===== src/rtl/seq_volt_cfg.svh =====
// Purpose: constants for the sequence voltage stage
// Assumes: 20 MHz system clock, AHB-Lite register access
// Notes:   levels are in 0.01 percent of nominal voltage
`ifndef SEQ_VOLT_CFG_SVH
`define SEQ_VOLT_CFG_SVH
`define OFS_CTRL       12'h000
`define OFS_PICKUP     12'h004
`define OFS_BLOCK_LVL  12'h008
`define OFS_STATUS     12'h00c
`define OFS_INT_STAT   12'h010
`define OFS_INT_MASK   12'h014
`define OFS_MAG        12'h018
`define OFS_RATIO      12'h01c
`define PICKUP_MIN     16'h01f4
`define PICKUP_MAX     16'h3a98
`define PICKUP_RST     16'h2904
`define BLOCK_MAX      16'h1f40
`define BLOCK_RST      16'h01f4
`define HYST_OVER_PCT  8'h61
`define HYST_UNDER_PCT 8'h67
`define CYCLE_TIME_US  16'h0005
`define CLOCK_MHZ      16'h0014
`define CYCLE_COUNT    (`CYCLE_TIME_US * `CLOCK_MHZ)
`endif


===== src/rtl/seq_volt_pkg.sv =====
// Purpose: types for the sequence voltage stage
// Assumes: nothing beyond the constants header
// Notes:   phasors are signed rectangular pairs
package seq_volt_pkg;
  typedef struct packed {
    logic signed [17:0] re;
    logic signed [17:0] im;
  } phasor_type;
  typedef enum logic [4:0] {
    MODE_ON = 5'h01, MODE_BLOCKED = 5'h02, MODE_TEST = 5'h04,
    MODE_TEST_BLOCKED = 5'h08, MODE_OFF = 5'h10
  } node_mode_type;
  typedef enum logic [3:0] {
    FORCE_NORMAL = 4'h1, FORCE_START = 4'h2, FORCE_TRIP = 4'h4, FORCE_BLOCKED = 4'h8
  } force_type;
  typedef enum logic [2:0] {
    ST_IDLE = 3'h1, ST_CALC = 3'h2, ST_EVAL = 3'h4
  } phase_state_type;
  typedef struct packed {
    phase_state_type     state;
    logic [15:0]         cycle_cnt;
    logic signed [19:0]  sum_re;
    logic signed [19:0]  sum_im;
    logic [15:0]         magnitude;
    logic [15:0]         ratio;
    logic                pickup;
    logic                dead_block;
    logic                start;
    logic                trip;
    logic                blocked;
    logic [2:0]          int_stat;
    logic [2:0]          int_mask;
    logic                mag_sel_neg;
    logic                dir_under;
    node_mode_type       mode;
    force_type           force_sel;
    logic [15:0]         pickup_lvl;
    logic [15:0]         block_lvl;
    logic                hsel_d;
    logic                hwrite_d;
    logic [11:0]         haddr_d;
    logic [31:0]         hrdata;
    logic                irq;
  } state_type;
endpackage


===== src/rtl/seq_volt_stage.sv =====
// Purpose: sequence voltage over/under stage with AHB-Lite settings
// Assumes: phasors already filtered to the fundamental, in 0.01 %Un
// Notes:   one evaluation per program cycle of CYCLE_COUNT plus two clocks
//          trip follows start directly; delay timers sit outside
//          hreadyout and hresp are tied: the slave never waits or errors
//          timing: IDLE counts CYCLE_COUNT clocks, CALC samples phasors,
//          EVAL samples block_in; outputs move at the edge after EVAL
//          forcing needs force_enable_in high, acts at next evaluation
//          group loads and bus writes share the same range checks
//          register map, byte offsets, one word each:
//            CTRL      [0] magnitude select, 1 is negative
//                      [1] direction, 1 is under
//                      [10:6] node operating mode, one-hot
//                      [14:11] force status, one-hot
//            PICKUP    [15:0] pick-up level
//            BLOCK_LVL [15:0] under-mode blocking level
//            STATUS    [0] start [1] trip [2] blocked
//                      [3] pick-up [4] dead block
//            INT_STAT  [2:0] start, trip, blocked rises
//                      a read clears, a new event wins
//            INT_MASK  [2:0] enables for INT_STAT
//            MAG       [15:0] supervised magnitude
//            RATIO     [15:0] magnitude over pick-up, hundredths
//          unmapped offsets read zero, writes there are lost
//          refused levels leave the old value in place
//          magnitude error of the approximation is a few percent
//          levels: one LSB is 0.01 percent of nominal
//          all state sits in one struct, registered at one edge
//          inputs are taken as synchronous to sys_clk_in
//          reset is synchronous and active low
// Functional notes
// - positive sequence: L1 + aL2 + a2L3, over three
// - negative sequence: L1 + a2L2 + aL3, over three
// - only fundamental phasors feed the calculation
// - magnitude select, positive by default
// - over or under direction, over default
// - pick-up on crossing; ratio continuously computed
// - over mode releases below 97 percent
// - under mode releases above 103 percent
// - pick-up 5 to 150 percent, default 105
// - blocking level 0 to 80, default 5
// - after dead network, block until voltages recover
// - blocking level zero disables dead blocking
// - node mode: on/blocked/test/test-blocked/off
// - force status only with global forcing enable
// - mode, force, select unaffected by group change
// - group pick-up values apply while running
// - block input at pick-up gives blocked
//
// Added by the designer: the address map and the AHB-Lite interface to the registers.
`timescale 1ns/10ps
`include "seq_volt_cfg.svh"
module seq_volt_stage
  import seq_volt_pkg::*;
(
  input  wire logic        sys_clk_in,
  input  wire logic        rst_n_in,
  // AHB-Lite slave port, word registers only
  input  wire logic [31:0] haddr,
  input  wire logic [1:0]  htrans,
  input  wire logic        hwrite,
  input  wire logic [2:0]  hsize,
  input  wire logic [31:0] hwdata,
  input  wire logic        hsel,
  input  wire logic        hready,
  output logic      [31:0] hrdata,
  output logic             hreadyout,
  output logic             hresp,
  // fundamental phasors from the measurement front end
  input  wire phasor_type  phase_one_voltage_in,
  input  wire phasor_type  phase_two_voltage_in,
  input  wire phasor_type  phase_three_voltage_in,
  // blocking matrix, global forcing and setting group
  input  wire logic        block_in,
  input  wire logic        force_enable_in,
  input  wire logic        group_load_in,
  input  wire logic [15:0] group_pickup_in,
  input  wire logic [15:0] group_block_in,
  // stage outputs, from the state register
  output logic             start_out,
  output logic             trip_out,
  output logic             blocked_out,
  output logic             irq_out
);
  // cos/sin 120 deg in Q1.15; 240 deg is the same cosine with
  // the sine negated, so one pair serves both rotations
  localparam logic signed [17:0] COS120 = 18'sh3c000;
  localparam logic signed [17:0] SIN120 = 18'sh06ed9;

  // every flip-flop of the stage lives in this struct
  state_type cur_reg;
  state_type cur_next;

  // rotate a phasor by +120 (neg=0) or +240 (neg=1) degrees
  // fractional bits are truncated: at most one LSB low per product,
  // far below the three percent hysteresis
  function automatic phasor_type rotate(input phasor_type p, input logic neg);
    logic signed [35:0] re_p;
    logic signed [35:0] im_p;
    logic signed [17:0] s;
    phasor_type r;
    s    = neg ? -SIN120 : SIN120;
    // full-width complex product; bits [32:15] drop the Q1.15
    // scaling and keep the phasor's own 18-bit range
    re_p = p.re * COS120 - p.im * s;
    im_p = p.re * s + p.im * COS120;
    r.re = re_p[32:15];
    r.im = im_p[32:15];
    return r;
  endfunction

  // magnitude approximation max + 3/8 min, good to about 7 percent
  // worst near 21 degrees, where min is 3/8 of max; values on the real axis come out exact
  function automatic logic [15:0] mag_approx(input logic signed [19:0] re,
                                              input logic signed [19:0] im);
    logic [19:0] a;
    logic [19:0] b;
    logic [19:0] hi;
    logic [19:0] lo;
    logic [21:0] m;
    // fold both legs into the first quadrant
    a  = re[19] ? 20'(-re) : 20'(re);
    b  = im[19] ? 20'(-im) : 20'(im);
    // order the legs so that hi is never below lo
    hi = (a > b) ? a : b;
    lo = (a > b) ? b : a;
    // no square root: larger leg plus 3/8 of the smaller
    m  = 22'(hi) + 22'((lo * 3) >> 3);
    // one-third factor of the components, then saturate
    m  = 22'(m / 3);
    return (m > 22'h00ffff) ? 16'hffff : m[15:0];
  endfunction

  // address phase taken when selected, ready and NONSEQ or SEQ;
  // hsize is not decoded, since only whole aligned words
  // are served
  wire logic       wr_take = hsel & hready & htrans[1] & hwrite;
  wire logic       rd_take = hsel & hready & htrans[1] & ~hwrite;

  // next state: sequencer, sequence calculation, pick-up and
  // blocking, interrupt flags and register file all fill one
  // copy of the state, so every output moves at one edge
  always_comb begin
    phasor_type    r2;
    phasor_type    r3;
    logic [31:0]   pick_ext;
    logic [31:0]   mag_ext;
    logic          over_hit;
    logic          under_hit;
    logic          rel_over;
    logic          rel_under;
    logic          pickup_n;
    logic          stage_on;
    logic          start_raw;
    logic [2:0]    ev;

    // hold everything; only the branches below move state
    cur_next = cur_reg;
    r2 = '0;
    r3 = '0;
    // widen first so that level times 103 cannot wrap
    pick_ext = 32'(cur_reg.pickup_lvl);
    mag_ext  = 32'(cur_reg.magnitude);
    // crossing and release tests, in hundredths of the level
    over_hit  = mag_ext * 32'h64 > pick_ext * 32'h64;
    under_hit = mag_ext * 32'h64 < pick_ext * 32'h64;
    rel_over  = mag_ext * 32'h64 < pick_ext * 32'(`HYST_OVER_PCT);
    rel_under = mag_ext * 32'h64 > pick_ext * 32'(`HYST_UNDER_PCT);
    // pick-up keeps its state between crossing and release
    pickup_n  = cur_reg.pickup;
    stage_on  = 1'b0;
    start_raw = 1'b0;
    ev = 3'h0;

    // program cycle sequencer
    // IDLE, CALC, EVAL, IDLE: one pass is CYCLE_COUNT plus two
    case (cur_reg.state)
      ST_IDLE: begin
        // count out the idle part of the program cycle
        cur_next.cycle_cnt = cur_reg.cycle_cnt + 16'h0001;
        if (cur_reg.cycle_cnt >= 16'(`CYCLE_COUNT) - 16'h0001) begin
          // last idle clock: the next one samples the phasors
          cur_next.cycle_cnt = 16'h0000;
          cur_next.state = ST_CALC;
        end
      end

      ST_CALC: begin
        // symmetric components from fundamental phasors
        // the select bit swaps the rotations of phases two and
        // three: +120/+240 is positive, +240/+120 negative
        // phase one enters unrotated
        r2 = rotate(phase_two_voltage_in, cur_reg.mag_sel_neg);
        r3 = rotate(phase_three_voltage_in, ~cur_reg.mag_sel_neg);
        cur_next.sum_re = 20'(phase_one_voltage_in.re) + 20'(r2.re) + 20'(r3.re);
        cur_next.sum_im = 20'(phase_one_voltage_in.im) + 20'(r2.im) + 20'(r3.im);
        // the sum is three sequence phasors; mag_approx divides
        cur_next.magnitude = mag_approx(cur_next.sum_re, cur_next.sum_im);
        cur_next.state = ST_EVAL;
      end

      ST_EVAL: begin
        // ratio magnitude/pick-up in 0.01 units
        // a zero level cannot be written; the guard is spare
        cur_next.ratio = (cur_reg.pickup_lvl == 16'h0000) ? 16'hffff :
                         16'((mag_ext * 32'h64) / pick_ext);
        // over: cross above the level, release below 97 percent
        // under: cross below the level, release above 103 percent
        // the gap keeps a hovering magnitude from chattering
        if (!cur_reg.dir_under) begin
          if (over_hit) pickup_n = 1'b1;
          else if (rel_over) pickup_n = 1'b0;
        end else begin
          if (under_hit) pickup_n = 1'b1;
          else if (rel_under) pickup_n = 1'b0;
        end
        cur_next.pickup = pickup_n;

        // dead network blocking in under mode
        // latched below the blocking level, cleared once the
        // magnitude is above the pick-up level; zero disables it
        if (!cur_reg.dir_under || cur_reg.block_lvl == 16'h0000)
          cur_next.dead_block = 1'b0;
        else if (cur_reg.magnitude < cur_reg.block_lvl)
          cur_next.dead_block = 1'b1;
        else if (cur_reg.magnitude > cur_reg.pickup_lvl)
          cur_next.dead_block = 1'b0;

        // only on and test evaluate; the other modes stay quiet
        stage_on  = (cur_reg.mode == MODE_ON) || (cur_reg.mode == MODE_TEST);
        start_raw = pickup_n & ~cur_next.dead_block & stage_on;
        // block input or dead network turn pick-up into blocked
        cur_next.start   = start_raw & ~block_in;
        cur_next.blocked = pickup_n & stage_on & (block_in | cur_next.dead_block);
        // delay timers are outside, so trip follows start
        cur_next.trip    = cur_next.start;

        // forcing overrides the outputs, only while enabled
        if (force_enable_in) begin
          case (cur_reg.force_sel)
            FORCE_START: begin
              cur_next.start   = 1'b1;
              cur_next.trip    = 1'b0;
              cur_next.blocked = 1'b0;
            end
            FORCE_TRIP: begin
              cur_next.start   = 1'b1;
              cur_next.trip    = 1'b1;
              cur_next.blocked = 1'b0;
            end
            FORCE_BLOCKED: begin
              cur_next.start   = 1'b0;
              cur_next.trip    = 1'b0;
              cur_next.blocked = 1'b1;
            end
            default: ;
          endcase
        end

        // rising edges of the three outputs are interrupt events
        ev = {cur_next.blocked & ~cur_reg.blocked, cur_next.trip & ~cur_reg.trip,
              cur_next.start & ~cur_reg.start};
        cur_next.state = ST_IDLE;
      end

      // an illegal code returns to a clean program cycle
      default: cur_next.state = ST_IDLE;
    endcase

    // pick-up parameters from the active setting group
    // taken in any sequencer state, used from the next
    // evaluation on without stopping the stage
    if (group_load_in) begin
      if (group_pickup_in >= `PICKUP_MIN && group_pickup_in <= `PICKUP_MAX)
        cur_next.pickup_lvl = group_pickup_in;
      if (group_block_in <= `BLOCK_MAX)
        cur_next.block_lvl = group_block_in;
    end

    // bus address phase capture
    // the data phase follows, when hwdata is valid
    cur_next.hsel_d   = rd_take | wr_take;
    cur_next.hwrite_d = wr_take;
    cur_next.haddr_d  = haddr[11:0];

    // read data; interrupt status read clears sticky bits, new events win
    // set at the address edge, so it stands for the data phase
    cur_next.hrdata = 32'h0;
    if (rd_take) begin
      case (haddr[11:0])
        // control word, unused bits zero
        `OFS_CTRL:      cur_next.hrdata = {17'h0, cur_reg.force_sel, cur_reg.mode,
                                           4'h0, cur_reg.dir_under, cur_reg.mag_sel_neg};
        `OFS_PICKUP:    cur_next.hrdata = {16'h0, cur_reg.pickup_lvl};
        `OFS_BLOCK_LVL: cur_next.hrdata = {16'h0, cur_reg.block_lvl};
        // live state of the stage, read only
        `OFS_STATUS:    cur_next.hrdata = {27'h0, cur_reg.dead_block, cur_reg.pickup,
                                           cur_reg.blocked, cur_reg.trip, cur_reg.start};
        `OFS_INT_STAT:  cur_next.hrdata = {29'h0, cur_reg.int_stat};
        `OFS_INT_MASK:  cur_next.hrdata = {29'h0, cur_reg.int_mask};
        // values of the last evaluation
        `OFS_MAG:       cur_next.hrdata = {16'h0, cur_reg.magnitude};
        `OFS_RATIO:     cur_next.hrdata = {16'h0, cur_reg.ratio};
        // unmapped offsets read as zero
        default:        cur_next.hrdata = 32'h0;
      endcase
    end

    // sticky interrupt flags; a read and a new event in one
    // cycle keep the event
    cur_next.int_stat = cur_reg.int_stat;
    if (rd_take && haddr[11:0] == `OFS_INT_STAT)
      cur_next.int_stat = 3'h0;
    cur_next.int_stat = cur_next.int_stat | ev;

    // register writes in data phase; static settings live only here
    // a write in the cycle of a group load wins, being later
    if (cur_reg.hwrite_d) begin
      case (cur_reg.haddr_d)
        `OFS_CTRL: begin
          cur_next.mag_sel_neg = hwdata[0];
          cur_next.dir_under   = hwdata[1];
          // undefined mode or force codes leave the setting as is
          if (hwdata[10:6] inside {MODE_ON, MODE_BLOCKED, MODE_TEST, MODE_TEST_BLOCKED,
                                   MODE_OFF})
            cur_next.mode = node_mode_type'(hwdata[10:6]);
          if (hwdata[14:11] inside {FORCE_NORMAL, FORCE_START, FORCE_TRIP, FORCE_BLOCKED})
            cur_next.force_sel = force_type'(hwdata[14:11]);
        end
        // out-of-range levels are refused, the old value kept
        `OFS_PICKUP:
          if (hwdata[15:0] >= `PICKUP_MIN && hwdata[15:0] <= `PICKUP_MAX)
            cur_next.pickup_lvl = hwdata[15:0];
        `OFS_BLOCK_LVL:
          if (hwdata[15:0] <= `BLOCK_MAX)
            cur_next.block_lvl = hwdata[15:0];
        // mask bits enable the matching interrupt flags
        `OFS_INT_MASK: cur_next.int_mask = hwdata[2:0];
        default: ;
      endcase
    end

    // level interrupt while any unmasked flag is set
    cur_next.irq = |(cur_next.int_stat & cur_next.int_mask);
  end

  // single state register
  always_ff @(posedge sys_clk_in) begin
    if (!rst_n_in) begin
      // settings to defaults; flags, outputs, bus state clear
      cur_reg             <= '0;
      cur_reg.state       <= ST_IDLE;
      cur_reg.mode        <= MODE_ON;
      cur_reg.force_sel   <= FORCE_NORMAL;
      cur_reg.pickup_lvl  <= `PICKUP_RST;
      cur_reg.block_lvl   <= `BLOCK_RST;
    end else begin
      cur_reg <= cur_next;
    end
  end

  // outputs from the state register; the bus never waits
  assign hrdata      = cur_reg.hrdata;
  assign hreadyout   = 1'b1;
  assign hresp       = 1'b0;
  assign start_out   = cur_reg.start;
  assign trip_out    = cur_reg.trip;
  assign blocked_out = cur_reg.blocked;
  assign irq_out     = cur_reg.irq;
endmodule


===== config.mk =====
export PLATFORM = sky130hd
export DESIGN_NAME = seq_volt_stage
export DESIGN_NICKNAME = d
export VERILOG_FILES = /design/src/rtl/seq_volt_pkg.sv /design/src/rtl/seq_volt_stage.sv
export VERILOG_INCLUDE_DIRS = /design/src /design/src/rtl
export SDC_FILE = /design/constraint.sdc
export NUM_CORES = 2
export LEC_CHECK = 0
export BUFFER_PORTS_ARGS = -buffer_cell sky130_fd_sc_hd__buf_2
export CORE_MARGIN = 3
export CORE_UTILIZATION = 60
export DETAILED_ROUTE_END_ITERATION = 8
export HOLD_SLACK_MARGIN = 0.12
export PLACE_DENSITY = 0.77
export SYNTH_ARGS = -nofsm -noshare
export SYNTH_HDL_FRONTEND = slang
export SYNTH_SLANG_ARGS = --single-unit

===== constraint.sdc =====
create_clock -name sys_clk_in -period 176.5 [get_ports sys_clk_in]
set_input_delay 17.65 -clock sys_clk_in [delete_from_list [all_inputs] [get_ports sys_clk_in]]
set_output_delay 17.65 -clock sys_clk_in [all_outputs]
set_load 0.01 [all_outputs]

==> reports/metrics.yaml <==
status:
  status: "finished clean"
grt:
  grt_pass1_wl_mm: 354
  grt_max_degree: 93
  overflow: 0
  grt_pass1_vias: 69000
  antenna_found_initial: 14
  grt_use_total_pct: 32.0
floorplanning:
  initial_core_util_pct: 60.7
  die_x_um: 371
  core_area_mm2: 0.132
  dieArea_mm2: 0.138
  pin_count: 255
  rows: 133
  die_h_um: 371
logic_synthesis:
  synth_ff_type: "dfxtp_1"
  syn_area_mm2: 0.0801
  synthDistinctLibCells: 136
  synth_top_area_share_pct: 27.5
  async_flop_share_pct: 0
  synth_area_leaders: "fa_1 (28%), ha_1 (20%), inv_1 (7.5%)"
  syn_area_per_cell_um2: 8.43
  synth_edf_count: 0
  ys_warn_count: 0
  ys_top_cells_by_count: "inv_1 (1602), ha_1 (1303), fa_1 (1101)"
  yosysTopAreaCell: "fa_1"
  yosysMostFrequentCell: "inv_1"
  yosysSeqAreaShare_pct: 3.38
  syn_inst: 9491
  ys_seq_elements: 135
timing:
  setup_tns_ns: 0
  worst_slew_pin_slew_ns: 1.11
  setup_violations: 0
  rsz0062_at_grt: "false"
  fin_ws_ns: 60.34
  finalCriticalPeriod_ns: 116.16
  fmax_mhz: 8.61
  finalHoldViolations: 0
  maxSlewViolCount: 0
  fin_worst_skew_ns: 0.0103
  finalCritPeriodShare_pct: 65.8
  slew_headroom_pct: 25.9
placed_design:
  port_buffers: 196
  hpwl_mm: 189
  routabilityCongestion: 0.955
  placed_area_mm2: 0.0828
  dp_cells: 11300
  dp_worst_setup_slack_ns: 62.75
layout:
  largest_reg_flops: 115
  design_area_mm2: 0.0835
  finalNonFillerCells: 11300
  area_growth_syn_to_layout_pct: 4.28
  layout.nets: 12200
  drive_above_1_share_pct: 6.92
setup_path:
  critPathBufInv: 23
  critPathLaunchType: "flop"
  crit_top_cell: "o21a_1"
  slowest_delay_ns: 1.00
  worstSetupPathType: "flop to flop"
  cp_slowest_cell: "or4_1"
  worstPathMaxFanout: 33
  crit_arrival_ns: 116.43
  critical-path-top-delay-family: "compound AO/OA/AOI/OAI gates"
  crit_required_ns: 176.77
  end_kind: "flop"
drt:
  routed_wirelength_mm: 219
  vias: 67500
  drc_errors: 0
  first_pass_iters: 6
  avgRoutedWirePerCell_um: 19.4
  drt_iter0_markers: 4293
  vias_per_cell: 5.95
  route.antenna.remaining_nets: 0
worst_hold_path:
  hp-class: "flop to flop"
clock_tree:
  clkLatencyLatePin_ns: 0.44
  cts-root-buf: "clkbuf_16"
  htree_levels: 4
  cts_hold_buf: 0
  clkSlewWorstSetupHoldPaths_ns: 0.07
  cts_made_buffers: 17
  cts_tree: "built"
  cts_resized: 0
  cts_setup_buffers: 0
  clockBufferDepth: 2
  cts_sinks: 135
job:
  drv_cap: 0
path summary, 6_finish.rpt:
check	startpoint	cells past startpoint	to	slack (ns)
setup / recovery	cur_reg[119]$_SDFFE_PN0P_	488	cur_reg[101]$_SDFFE_PN0P_	60.34
hold / removal	cur_reg[188]$_SDFFE_PN0N_	2	cur_reg[188]$_SDFFE_PN0N_	0.49
setup reg to reg	cur_reg[119]$_SDFFE_PN0P_	488	cur_reg[101]$_SDFFE_PN0P_	60.34
hold reg to reg	cur_reg[188]$_SDFFE_PN0N_	2	cur_reg[188]$_SDFFE_PN0N_	0.49
worst register-to-register path: cells and delay by family (launching register included):
family                     cells  cell delay (ns)
AOI/OAI and AO/OA            310            70.58
adders and majority gates     36            11.31
buffers and inverters         23             3.79
DFF                            1             0.80
muxes                          8             2.88
and+or+nand+nor              111            26.66
area by class of cell:
class | instances | area (um2)
multi-input combinational | 7541 | 70400
fill | 11400 | 48500
inverter | 1603 | 6020
sequential | 135 | 2710
tap | 1755 | 2200
timing repair buffer | 266 | 1510
clock buffer | 20 | 478
clock inverter | 12 | 153
antenna | 9 | 22.5
placed cells by master, fill, tap and decap left out, types with 70 or more instances in the layout:
cell type and count:
dfxtp_1 134, nand3_1 99, ha_1 1303, buf_4 70, xor2_1 93, a21o_1 118, nand2b_1 180, o21a_1 346
nand2_1 641, o21bai_1 71, a21oi_1 434, o31ai_1 108, fa_1 1101, and2_1 76, nand4_1 88, nor2b_1 116
mux2_2 79, mux2i_1 123, xnor2_1 344, nor3_1 393, inv_1 1599, nor2_1 543, o21ai_0 289, or2_2 165
buf_2 196
cells by family after synthesis:
| logic type | count (synthesis) | share of synthesized area (%) |
|---|---|---|
| AND/OR/NAND/NOR | 2600 | 16.4 |
| adder cells (fa/ha/maj) | 2418 | 48.1 |
| buffers and inverters | 1863 | 8.98 |
| AO/OA/AOI/OAI | 1822 | 15.6 |
| XOR/XNOR | 438 | 4.80 |
| multiplexers | 213 | 2.86 |
| flip-flops | 135 | 3.38 |
| other | 2 | 0.00938 |
per-stage QoR:
stage	hold WS, ns	util (%)
floorplan	0.428	-
CTS	0.486	63.2
finish	0.493	63.3
global route	0.501	63.2
global placement	0.443	62.8
detailed placement	0.472	62.8
layer usage:
layer | vias up | track usage (%) | wire (um)
met5 | - | 0 | 55
met4 | 8 | 14.8 | 11700
met3 | 531 | 3.26 | 11500
met2 | 1957 | 56.2 | 107000
met1 | 32900 | 39.3 | 88700
li1 | 32100 | - | -
Power is left out: the tool's default activity adds up to more than one toggle a clock period on the data nets, which glitch-free logic cannot reach.
